==> config.mk <==
export PLATFORM = sky130hd
export DESIGN_NAME = sap_port
export DESIGN_NICKNAME = d
export VERILOG_FILES = /design/src/sap_pkg.sv /design/src/sap_port.sv
export SDC_FILE = /design/constraint.sdc
export NUM_CORES = 1
export LEC_CHECK = 0
export BUFFER_PORTS_ARGS = -buffer_cell sky130_fd_sc_hd__buf_4
export CAP_MARGIN = 25
export CORE_MARGIN = 10
export CORE_UTILIZATION = 50
export CTS_CLUSTER_DIAMETER = 200
export DETAILED_ROUTE_END_ITERATION = 8
export PLACE_DENSITY = 0.7
export SKIP_LAST_GASP = 1
export SYNTH_ARGS = -nofsm -noshare
export SYNTH_HDL_FRONTEND = slang
export SYNTH_SLANG_ARGS = --single-unit
==> constraint.sdc <==
create_clock -name CLK_I -period 4.36 [get_ports CLK_I]
set_input_delay 0.218 -clock CLK_I [delete_from_list [all_inputs] [get_ports CLK_I]]
set_output_delay 0.218 -clock CLK_I [all_outputs]
set_load 0.005 [all_outputs]
==> src/sap_pkg.sv <==
// package for the serial audio port
// assumes a byte-wide special-function register bus
package sap_pkg;
    // register indexes
    localparam logic [3:0] ADDR_CFG0 = 4'h0;
    localparam logic [3:0] ADDR_CFG1 = 4'h1;
    localparam logic [3:0] ADDR_DATL = 4'h2;
    localparam logic [3:0] ADDR_DATH = 4'h3;
    localparam logic [3:0] ADDR_CLKF0 = 4'h4;
    localparam logic [3:0] ADDR_CLKF1 = 4'h5;
    localparam logic [3:0] ADDR_CLKF2 = 4'h6;
    localparam logic [3:0] ADDR_STAT = 4'h8;
    // config0 bit positions
    localparam int CFG0_IFACE_ENABLE = 0;
    localparam int CFG0_MASTER = 1;
    localparam int CFG0_RX_SINGLE_CHANNEL = 2;
    localparam int CFG0_TX_SINGLE_CHANNEL = 3;
    localparam int CFG0_CMP = 4;
    localparam int CFG0_EXP = 5;
    localparam int CFG0_RX_DONE_INT_EN = 6;
    localparam int CFG0_TX_DONE_INT_EN = 7;
    // status bit positions
    localparam int ST_RX_DONE_FLAG = 0;
    localparam int ST_TX_DONE_FLAG = 1;
    localparam int ST_RX_OVERFLOW_FLAG = 2;
    localparam int ST_TX_UNDERFLOW_FLAG = 3;
    localparam int ST_RX_CHANNEL_SIDE = 4;
    localparam int ST_TX_CHANNEL_SIDE = 5;
    // reset values: 16-bit words, 44.1 kHz style divider
    localparam logic [7:0] CFG0_RST = 8'h00;
    localparam logic [4:0] WORDS_RST = 5'h0f;
    localparam logic [7:0] CLKF0_RST = 8'h93;
    localparam logic [7:0] CLKF1_RST = 8'he2;
    localparam logic [7:0] CLKF2_RST = 8'h04;
    localparam int SAMPLE_W = 16;
    localparam int DMA_TRIG_RX = 27;
    localparam int DMA_TRIG_TX = 28;
endpackage : sap_pkg

==> src/sap_port.sv <==
// serial audio port: registers, fractional clock divider, tx and rx shifters
// assumes a byte register bus with one-cycle read and write strobes
`timescale 1ns/1ps
module sap_port #(
    parameter int DW = 8
) (
    input wire logic CLK_I,
    input wire logic NRST_I,
    input wire logic [3:0] ADDR_I,
    input wire logic WR_I,
    input wire logic RD_I,
    input wire logic [DW-1:0] WDATA_I,
    output logic [DW-1:0] RDATA_O,
    input wire logic SYS_TX_INT_EN_I,
    input wire logic SYS_RX_INT_EN_I,
    output logic SYS_TX_INT_FLAG_O,
    output logic SYS_RX_INT_FLAG_O,
    output logic IRQ_O,
    output logic TX_COMPLETE_TRIGGER_O,
    output logic RX_COMPLETE_TRIGGER_O,
    input wire logic SCK_I,
    output logic SCK_O,
    output logic SCK_OE_O,
    input wire logic WS_I,
    output logic WS_O,
    output logic WS_OE_O,
    input wire logic SD_RX_I,
    output logic SD_TX_O
);
    // ==================================================================
    // register state
    logic [7:0] cfg0_r;
    logic [4:0] words_r;
    logic [7:0] clkf0_r, clkf1_r, clkf2_r;
    logic [7:0] datl_w_r, dath_w_r;
    logic [15:0] rx_data_r;
    logic tx_full_r, rx_full_r;
    logic tx_done_flag_r, rx_done_flag_r;
    logic tx_underflow_flag_r, rx_overflow_flag_r;
    logic tx_channel_side_r, rx_channel_side_r;
    logic [7:0] stat_rd;
    logic iface_enable, master;
    logic wr_dath, rd_dath, wr_stat;
    logic tx_fetch, rx_store;

    assign iface_enable = cfg0_r[sap_pkg::CFG0_IFACE_ENABLE];
    assign master = cfg0_r[sap_pkg::CFG0_MASTER];
    assign wr_dath = WR_I && (ADDR_I == sap_pkg::ADDR_DATH);
    assign rd_dath = RD_I && (ADDR_I == sap_pkg::ADDR_DATH);
    assign wr_stat = WR_I && (ADDR_I == sap_pkg::ADDR_STAT);

    // ==================================================================
    // fractional divider
    logic [14:0] num;
    logic [8:0] den;
    logic [15:0] acc_r;
    logic half_tick;
    assign num = {clkf2_r[6:0], clkf1_r};
    assign den = {clkf2_r[7], clkf0_r};
    // accumulate denominator, wrap at numerator: one tick per half period
    always_ff @(posedge CLK_I) begin
        if (!NRST_I || !iface_enable || !master) begin
            acc_r <= 16'h0000;
        end else if (acc_r + {7'h00, den} >= {1'b0, num}) begin
            acc_r <= acc_r + {7'h00, den} - {1'b0, num};
        end else begin
            acc_r <= acc_r + {7'h00, den};
        end
    end
    assign half_tick = iface_enable && master &&
                       (acc_r + {7'h00, den} >= {1'b0, num});

    // ==================================================================
    // bit clock and word select, master or slave
    logic sck_m_r, ws_m_r, sck_prev_r;
    logic [5:0] bitcnt_r;
    logic sck_cur, ws_cur, rise, fall;
    // master clock toggle and word select counter
    always_ff @(posedge CLK_I) begin
        if (!NRST_I || !iface_enable || !master) begin
            sck_m_r <= 1'b0;
            ws_m_r <= 1'b0;
            bitcnt_r <= 6'h00;
        end else if (half_tick) begin
            sck_m_r <= ~sck_m_r;
            if (sck_m_r) begin
                // falling edge: ws flips before last bit of word
                if (bitcnt_r == {1'b0, words_r} - 6'h01 ||
                        words_r == 5'h00) begin
                    ws_m_r <= ~ws_m_r;
                end
                bitcnt_r <= (bitcnt_r == {1'b0, words_r}) ?
                            6'h00 : bitcnt_r + 6'h01;
            end
        end
    end
    assign sck_cur = master ? sck_m_r : SCK_I;
    assign ws_cur = master ? ws_m_r : WS_I;
    always_ff @(posedge CLK_I) begin
        if (!NRST_I) begin
            sck_prev_r <= 1'b0;
        end else begin
            sck_prev_r <= sck_cur;
        end
    end
    assign rise = iface_enable && sck_cur && !sck_prev_r;
    assign fall = iface_enable && !sck_cur && sck_prev_r;

    // ==================================================================
    // transmit shifter: loads at word boundary on falling edge
    logic [15:0] tx_buf_r, tx_sh_r;
    logic [4:0] tx_left_r;
    logic ws_tx_r, tx_bit_r, tx_repeat_r;
    logic tx_word_start;
    assign tx_word_start = fall && (ws_cur != ws_tx_r);
    always_ff @(posedge CLK_I) begin
        if (!NRST_I) begin
            ws_tx_r <= 1'b0;
            tx_sh_r <= 16'h0000;
            tx_left_r <= 5'h00;
            tx_bit_r <= 1'b0;
            tx_repeat_r <= 1'b0;
        end else if (fall) begin
            ws_tx_r <= ws_cur;
            if (tx_word_start) begin
                // old word's last bit leaves with the new select level
                tx_sh_r <= tx_buf_r;
                tx_left_r <= 5'h10;
                tx_repeat_r <= cfg0_r[sap_pkg::CFG0_TX_SINGLE_CHANNEL] &&
                               !tx_repeat_r;
                tx_bit_r <= (tx_left_r != 5'h00) ? tx_sh_r[15] :
                            1'b0;
            end else if (tx_left_r != 5'h00) begin
                tx_bit_r <= tx_sh_r[15];
                tx_sh_r <= {tx_sh_r[14:0], 1'b0};
                tx_left_r <= tx_left_r - 5'h01;
            end else begin
                tx_bit_r <= 1'b0;
            end
        end
    end
    // next sample fetched into buffer at each word start, only every second one in tx single-channel mode
    assign tx_fetch = tx_word_start &&
                      !(cfg0_r[sap_pkg::CFG0_TX_SINGLE_CHANNEL] && !tx_repeat_r);

    // ==================================================================
    // receive shifter: samples on rising edge
    logic [15:0] rx_sh_r, rx_sh_nxt, rx_word_r;
    logic [5:0] rx_cnt_r;
    logic ws_rx_r, rx_ch_r;
    // keep only the first sixteen bits of a word
    assign rx_sh_nxt = (rx_cnt_r < 6'h10) ? {rx_sh_r[14:0], SD_RX_I} :
                       rx_sh_r;
    // shift, count, and latch the word when select flips
    always_ff @(posedge CLK_I) begin
        if (!NRST_I) begin
            ws_rx_r <= 1'b0;
            rx_sh_r <= 16'h0000;
            rx_cnt_r <= 6'h00;
            rx_ch_r <= 1'b0;
            rx_word_r <= 16'h0000;
        end else if (rise) begin
            ws_rx_r <= ws_cur;
            rx_sh_r <= rx_sh_nxt;
            if (ws_cur != ws_rx_r) begin
                // last bit came with the new level; word is old channel
                rx_cnt_r <= 6'h00;
                rx_ch_r <= ws_rx_r;
                rx_word_r <= (rx_cnt_r >= 6'h0f) ? rx_sh_nxt :
                             (rx_sh_nxt << (6'h0f - rx_cnt_r));
            end else if (rx_cnt_r != 6'h3f) begin
                rx_cnt_r <= rx_cnt_r + 6'h01;
            end
        end
    end
    // word finishes when ws flips; last bit was taken on that same rising edge
    logic rx_done_pend_r;
    always_ff @(posedge CLK_I) begin
        if (!NRST_I) begin
            rx_done_pend_r <= 1'b0;
        end else if (rise) begin
            rx_done_pend_r <= (ws_cur != ws_rx_r);
        end
    end
    // store one rise after the flip; mono drops right words
    assign rx_store = rise && rx_done_pend_r &&
                      !(cfg0_r[sap_pkg::CFG0_RX_SINGLE_CHANNEL] && !rx_ch_r ? 1'b0 :
                        cfg0_r[sap_pkg::CFG0_RX_SINGLE_CHANNEL] && rx_ch_r);

    // ==================================================================
    // configuration and data registers
    always_ff @(posedge CLK_I) begin
        if (!NRST_I) begin
            cfg0_r <= sap_pkg::CFG0_RST;
            words_r <= sap_pkg::WORDS_RST;
            clkf0_r <= sap_pkg::CLKF0_RST;
            clkf1_r <= sap_pkg::CLKF1_RST;
            clkf2_r <= sap_pkg::CLKF2_RST;
            datl_w_r <= 8'h00;
            dath_w_r <= 8'h00;
        end else if (WR_I) begin
            if (ADDR_I == sap_pkg::ADDR_CFG0) begin
                cfg0_r <= WDATA_I;
            end else if (ADDR_I == sap_pkg::ADDR_CFG1) begin
                words_r <= WDATA_I[4:0];
            end else if (ADDR_I == sap_pkg::ADDR_DATL) begin
                datl_w_r <= WDATA_I;
            end else if (ADDR_I == sap_pkg::ADDR_DATH) begin
                dath_w_r <= WDATA_I;
            end else if (ADDR_I == sap_pkg::ADDR_CLKF0) begin
                clkf0_r <= WDATA_I;
            end else if (ADDR_I == sap_pkg::ADDR_CLKF1) begin
                clkf1_r <= WDATA_I;
            end else if (ADDR_I == sap_pkg::ADDR_CLKF2) begin
                clkf2_r <= WDATA_I;
            end
        end
    end

    // transmit buffer: high write completes the sample
    always_ff @(posedge CLK_I) begin
        if (!NRST_I) begin
            tx_buf_r <= 16'h0000;
            tx_full_r <= 1'b0;
            tx_underflow_flag_r <= 1'b0;
            tx_channel_side_r <= 1'b0;
        end else begin
            if (tx_fetch) begin
                tx_channel_side_r <= ~ws_cur;
                if (tx_full_r) begin
                    tx_buf_r <= {dath_w_r, datl_w_r};
                end
            end
            if (wr_dath) begin
                tx_full_r <= 1'b1;
            end else if (tx_fetch) begin
                tx_full_r <= 1'b0;
            end
            if (tx_fetch && !tx_full_r) begin
                tx_underflow_flag_r <= 1'b1;
            end else if (wr_stat) begin
                tx_underflow_flag_r <= WDATA_I[sap_pkg::ST_TX_UNDERFLOW_FLAG];
            end
        end
    end

    // receive data registers: overwrite on overflow
    always_ff @(posedge CLK_I) begin
        if (!NRST_I) begin
            rx_data_r <= 16'h0000;
            rx_full_r <= 1'b0;
            rx_overflow_flag_r <= 1'b0;
            rx_channel_side_r <= 1'b0;
        end else begin
            if (rx_store) begin
                rx_data_r <= rx_word_r;
                rx_channel_side_r <= rx_ch_r;
                rx_full_r <= 1'b1;
            end else if (rd_dath) begin
                rx_full_r <= 1'b0;
            end
            if (rx_store && rx_full_r) begin
                rx_overflow_flag_r <= 1'b1;
            end else if (wr_stat) begin
                rx_overflow_flag_r <= WDATA_I[sap_pkg::ST_RX_OVERFLOW_FLAG];
            end
        end
    end

    // done flags: event wins over clear, software may set
    always_ff @(posedge CLK_I) begin
        if (!NRST_I) begin
            tx_done_flag_r <= 1'b0;
            rx_done_flag_r <= 1'b0;
        end else begin
            if (tx_fetch) begin
                tx_done_flag_r <= 1'b1;
            end else if (wr_dath) begin
                tx_done_flag_r <= 1'b0;
            end else if (wr_stat) begin
                tx_done_flag_r <= WDATA_I[sap_pkg::ST_TX_DONE_FLAG];
            end
            if (rx_store) begin
                rx_done_flag_r <= 1'b1;
            end else if (rd_dath) begin
                rx_done_flag_r <= 1'b0;
            end else if (wr_stat) begin
                rx_done_flag_r <= WDATA_I[sap_pkg::ST_RX_DONE_FLAG];
            end
        end
    end

    // ==================================================================
    // outputs, all registered
    assign stat_rd = {2'b00, tx_channel_side_r, rx_channel_side_r,
                      tx_underflow_flag_r, rx_overflow_flag_r,
                      tx_done_flag_r, rx_done_flag_r};
    always_ff @(posedge CLK_I) begin
        if (!NRST_I) begin
            RDATA_O <= 8'h00;
        end else if (ADDR_I == sap_pkg::ADDR_CFG0) begin
            RDATA_O <= cfg0_r;
        end else if (ADDR_I == sap_pkg::ADDR_CFG1) begin
            RDATA_O <= {3'b000, words_r};
        end else if (ADDR_I == sap_pkg::ADDR_DATL) begin
            RDATA_O <= rx_data_r[7:0];
        end else if (ADDR_I == sap_pkg::ADDR_DATH) begin
            RDATA_O <= rx_data_r[15:8];
        end else if (ADDR_I == sap_pkg::ADDR_CLKF0) begin
            RDATA_O <= clkf0_r;
        end else if (ADDR_I == sap_pkg::ADDR_CLKF1) begin
            RDATA_O <= clkf1_r;
        end else if (ADDR_I == sap_pkg::ADDR_CLKF2) begin
            RDATA_O <= clkf2_r;
        end else if (ADDR_I == sap_pkg::ADDR_STAT) begin
            RDATA_O <= stat_rd;
        end else begin
            RDATA_O <= 8'h00;
        end
    end

    // interrupt, dma triggers and pins
    always_ff @(posedge CLK_I) begin
        if (!NRST_I) begin
            IRQ_O <= 1'b0;
            SYS_TX_INT_FLAG_O <= 1'b0;
            SYS_RX_INT_FLAG_O <= 1'b0;
            TX_COMPLETE_TRIGGER_O <= 1'b0;
            RX_COMPLETE_TRIGGER_O <= 1'b0;
            SCK_O <= 1'b0;
            SCK_OE_O <= 1'b0;
            WS_O <= 1'b0;
            WS_OE_O <= 1'b0;
            SD_TX_O <= 1'b0;
        end else begin
            IRQ_O <= (tx_done_flag_r && cfg0_r[sap_pkg::CFG0_TX_DONE_INT_EN] &&
                      SYS_TX_INT_EN_I) ||
                     (rx_done_flag_r && cfg0_r[sap_pkg::CFG0_RX_DONE_INT_EN] &&
                      SYS_RX_INT_EN_I);
            SYS_TX_INT_FLAG_O <= tx_fetch;
            SYS_RX_INT_FLAG_O <= rx_store;
            TX_COMPLETE_TRIGGER_O <= tx_fetch;
            RX_COMPLETE_TRIGGER_O <= rx_store;
            SCK_O <= sck_m_r;
            SCK_OE_O <= iface_enable && master;
            WS_O <= ws_m_r;
            WS_OE_O <= iface_enable && master;
            SD_TX_O <= tx_bit_r;
        end
    end
endmodule : sap_port

; Word level (Yosys, flattened, before mapping)
; Index checks and enable logic that the tools add are counted.
[word_totals]
output_inout_bits = 18
in_bits = 21
reg_bits = 198
elab_cells = 170
[op_classes]
n_lt_le_gt_ge = 3
addsub = 7
eq_ne = 12
bitwise_logic = 9
shifts = 1
n_reduce_logical = 61
n_mux = 36
[ops]
columns = cell, count
row1 = $mux W16, 5
row2 = $mux W8, 7
row3 = $mux W6, 4
row4 = $logic_and A1 B1 Y1, 22
row5 = $mux W1, 18
row6 = $add A16 B9 Y16, 1
row7 = $ge A16 B15 Y1, 1
row8 = $shl A16 B6 Y16, 1
row9 = $sub A16 B15 Y16, 1
row10 = $reduce_and A2 Y1, 7
row11 = $add A6 B1 Y6 const B, 2
row12 = $eq A4 B3 Y1 const B, 3
row13 = $reduce_bool A2 Y1, 6
row14 = $logic_not A1 Y1, 10
row15 = $mux W5, 2
row16 = $not A1 Y1, 9
row17 = $eq A4 B2 Y1 const B, 2
row18 = $reduce_and A8 Y1, 1
row19 = $reduce_and A7 Y1, 1
row20 = $eq A6 B5 Y1, 1
row21 = $eq A6 B6 Y1, 1
row22 = $ge A6 B4 Y1 const B, 1
row23 = $lt A6 B5 Y1 const B, 1
row24 = $ne A6 B6 Y1 const B, 1
row25 = 15 further kinds, 21

; Depth between registers and ports, before layout
[logic_depth]
ltp_word = 9
depth_mapped = 17
depth_no_buf = 15

; Worst setup path after synthesis
; Ideal clock, no wire load.
[synth_timing]
path_type = register -> register
startpoint = register clkf0_r[0]
endpoint = register bitcnt_r[2]
stages_incl_launch_ff = 16
path_slack_ps = 785
required_time_ps = 4244
arrival_ps = 3459
cell_sequence = dfxtp_1 > ha_1 > fa_1 > a21oi_1 > o211ai_1 > a31oi_1 > nand2b_1 > xnor2_1 > ha_1 > a21o_1 > a2111o_1 > a21oi_2 > o2111a_1 > buf_6 > nor3b_2 > a41o_1
[synth_between]
elab_chain_len = 4
[synth_lines]
columns = item, line
row1 = from (decl), sap_port.sv:34  ; logic [7:0] clkf0_r, clkf1_r, clkf2_r;
row2 = from (signal assigned), sap_port.sv:196  ; clkf0_r <= sap_pkg::CLKF0_RST;
row3 = $add A16 B9 Y16, sap_port.sv:71  ; (acc_r + {7'h00, den} >= {1'b0, num});
row4 = $ge A16 B15 Y1, sap_port.sv:71
row5 = $logic_and A1 B1 Y1, sap_port.sv:70  ; assign half_tick = iface_enable && master &&
row6 = $reduce_and A2 Y1 (no line), -
row7 = to (signal assigned), sap_port.sv:92  ; bitcnt_r <= (bitcnt_r == {1'b0, words_r}) ?
row8 = to (decl), sap_port.sv:76  ; logic [5:0] bitcnt_r;
; No other way between the ends.
; A chain may end at the register's enable or synchronous reset.

; Final worst setup path
[layout_timing]
startpoint = register clkf0_r[0]
endpoint = register acc_r[5]
[layout_between]
elab_chain_len = 3
word_cells_on_any_way = 4
[layout_lines]
columns = item, line
row1 = $add A16 B9 Y16 (*), "sap_port.sv:64, sap_port.sv:65, sap_port.sv:67"
row2 = $sub A16 B15 Y16 / $ge A16 B15 Y1 (equally long branches), "sap_port.sv:65, sap_port.sv:64"
row3 = $mux W16 (*), sap_port.sv:64  ; end else if (acc_r + {7'h00, den} >= {1'b0, num}) begin
row4 = to (signal assigned), sap_port.sv:65  ; acc_r <= acc_r + {7'h00, den} - {1'b0, num};
row5 = to (signal assigned), sap_port.sv:67  ; acc_r <= acc_r + {7'h00, den};
row6 = to (decl), sap_port.sv:56  ; logic [15:0] acc_r;
; Mark *: on every way between the ends. The rest lies on a longest branch, timed or not.

==> results.yml <==
detailed_routing:
  route.detailed.vias_per_inst: 5.87
  drtAntennaViolNets: 0
  dr.first_iter.drc_count: 862
  top_layer_used: "met4"
  routed_wl_um: 27100
  wl_per_cell_um: 17.1
  via_count: 9341
  drc_errors: 0
  dr_wl_met2_um: 12300
  m1WireLength_um: 12800
  dr.pass1.iters: 5
  met3_length_um: 1580
hold_path:
  hp-class: "in2reg"
logic_synthesis:
  synth_area_leaders: "dfxtp_1 37%, nand2_1 8.9%, a21boi_0 5.6%, mux2i_1 4.1%, ha_1 3.8%"
  yosys-top-cells-count: "254 x nand2_1, 198 x dfxtp_1, 80 x a21boi_0"
  seq_area_frac_synth_pct: 36.8
  syn-num-nets: 1379
  yosysTopAreaCell: "dfxtp_1"
  synth_top_area_share_pct: 36.8
  synthFlopType: "dfxtp_1"
  ys_ff_latch: 198
  avgSynthCellArea_um2: 8.14
  synth_edf_count: 0
  synth.most_common_cell: "nand2_1"
  netlist_instances: 1323
  syn-cell-area_um2: 10800
  async_reset_ff_share_pct: 0
  yosysUniqueCellTypes: 80
  yosys_warnings: 0
timing:
  clock.fmax_ghz: 0.247
  fin_ws_ps: 314
  final.min_clock_period_ps: 4050
  setup_violations: 0
  fin_crit_sh_pct: 92.8
  rsz0062_at_grt: "false"
  worstMarginPinSlew_ps: 994
  tns_ps: 0
  maxSlewViolCount: 0
  slew_headroom_pct: 32.0
  skew_ps: 16.4
  hold_viol_final: 0
power:
  ir_drop_mv: 0.311
  power.leakage_uw: 0.00444
  powerDensity_nw_per_um2: 313
clock_network:
  post_cts_resized: 0
  clockBufferDepth: 2
  clkTransAtPathRegs_ps: 80
  postCtsSetupBuffers: 0
  ctsHoldBuffers: 0
  cts_root_buffer: "clkbuf_16"
  cts_tree: "built"
  cts_buffers: 17
  clk_latency_ps: 450
  htreeDepth: 4
  clock_sinks: 198
layout:
  diodes: 0
  layout-drive-gt1-share_pct: 8.82
  nNetsFinal: 1358
  area_delta_synth_final_pct: 9.17
global_route:
  grt_pass1_vias: 8698
  grt_pass1_wl_um: 44500
  grt_antenna_before_repair: 0
  grt_max_degree: 102
  grtUsageTotal_pct: 18.9
  overflow: 0
floorplanning:
  die-width_um: 167
  start_util_pct: 51.1
  ios: 39
  core_um2: 21100
  die-area_um2: 27800
  dieHeight_um: 167
  rows: 53
setup_path:
  path_delay_family: "compound AO/OA/AOI/OAI gates"
  worstPathMaxFanout: 14
  slowest_delay_ps: 410
  worstSetupStartpointType: "flop"
  critPathSlowestCell: "fa_1"
  cp_data_arrival_time_ps: 4430
  path_cells: "ha_1, fa_1, a21oi_1, o211ai_1, a31oi_2, nand2b_1, xnor2_1, ha_1, and4_1, nand3_1, a31oi_1, a21oi_2, o2111a_2, buf_4, or3_1, a21oi_1"
  endpoint_kind: "flop"
  path_buf_inv: 1
  cp.required_ps: 4750
  critical_path_class: "reg2reg"
placed_design:
  hpwl_um: 19500
  port_buffers: 38
  gp_congestion: 0.903
  pre_cts_slack_ps: 232
outcome:
  status: "finished, final reports clean"
job:
  drv_cap: 0
metrics by stage:
stage          cell area (um2)  total power (uW)  instances  hold slack [ps]  utilization, %
2_1_floorplan            10800              2000       1323              342               -
3_3_place_gp             11100              2070       1556              437            52.6
3_5_place_dp             11100              2070       1556              442            52.6
4_1_cts                  11700              3700       1588             52.1            55.6
5_1_grt                  11800              3790       1590             90.8            55.7
6_report                 11800              3680       1590             66.1            55.7
layer usage:
| metal | vias up | track usage [%] |
|---|---|---|
| met3 | 34 | 3.84 |
| met1 | 4407 | 25.7 |
| met2 | 248 | 29.6 |
| met4 | 0 | 5.15 |
| met5 | - | 0 |
| li1 | 4652 | - |
final timing paths:
| check | startpoint | end | slack [ps] | cells after the start |
|---|---|---|---|---|
| worst min-delay path | SYS_TX_INT_EN_I | IRQ_O$_SDFF_PN0_ | 70 | 3 |
| worst max-delay path | clkf0_r[0]$_SDFFE_PN1P_ | acc_r[5]$_SDFF_PP0_ | 310 | 16 |
| worst max register to register | clkf0_r[0]$_SDFFE_PN1P_ | acc_r[5]$_SDFF_PP0_ | 310 | 16 |
| worst min register to register | rx_full_r$_SDFFE_PN0P_ | rx_overflow_flag_r$_SDFFE_PN0P_ | 450 | 2 |
worst reg2reg max path: cells and delay by family (launching register included):
| family | cells | cell delay [ps] |
|---|---|---|
| compound gates | 7 | 1460 |
| fa+ha+maj | 3 | 1020 |
| simple gates | 4 | 880 |
| flops | 1 | 330 |
| buf+inv | 1 | 210 |
| xor+xnor | 1 | 90 |
logic make-up after synthesis:
kind of cell | synth area share, %
AOI/OAI and AO/OA | 24.8
and+or+nand+nor | 20.9
buffers and inverters | 4.79
DFF | 36.8
xor gates and xnor gates | 3.09
adders and majority gates | 4.21
muxes | 5.37
cell type report:
class | instances | area [um2]
fill | 1987 | 9330
inverter | 35 | 131
clock buffer | 17 | 425
tap | 275 | 344
timing repair buffer | 51 | 388
clock inverter | 15 | 206
multi-input combinational | 999 | 6300
sequential | 198 | 3960
power by group:
| group | internal (uW) | switching, uW |
|---|---|---|
| logic | 76.0 | 122 |
| registers | 1820 | 10.1 |
| clock network | 800 | 850 |
| total | 2700 | 983 |
state kept, by name (all words and copies together), names as in the netlist, 5 cells and up:
| register | flops |
|---|---|
| cfg0_r | 8 |
| rx_data_r | 16 |
| words_r | 5 |
| tx_buf_r | 16 |
| clkf2_r | 8 |
| rx_cnt_r | 6 |
| rx_word_r | 16 |
| clkf1_r | 8 |
| bitcnt_r | 6 |
| acc_r | 16 |
| RDATA_O | 8 |
| rx_sh_r | 16 |
| tx_sh_r | 16 |
| tx_left_r | 5 |
| clkf0_r | 8 |
| datl_w_r | 8 |
| dath_w_r | 8 |
layout by cell type, fill, tap and decap left out, drive strengths merged, types with 11 or more instances in the layout:
cell	Yosys	layout
nand2	254	254
dfxtp	198	198
a21boi	103	103
a21oi	73	73
nor2	60	60
nand3	55	55
buf	22	50
mux2i	45	45
o21ai	44	44
inv	34	42
ha	33	33
a22oi	32	32
nor2b	25	25
xnor2	23	23
nor3	20	20
clkbuf	69	17
o211ai	16	16
and2	16	16
a31oi	16	16
xor2	15	15
a21o	11	11
o211a	11	11
Power figures use the tool's default switching activity.
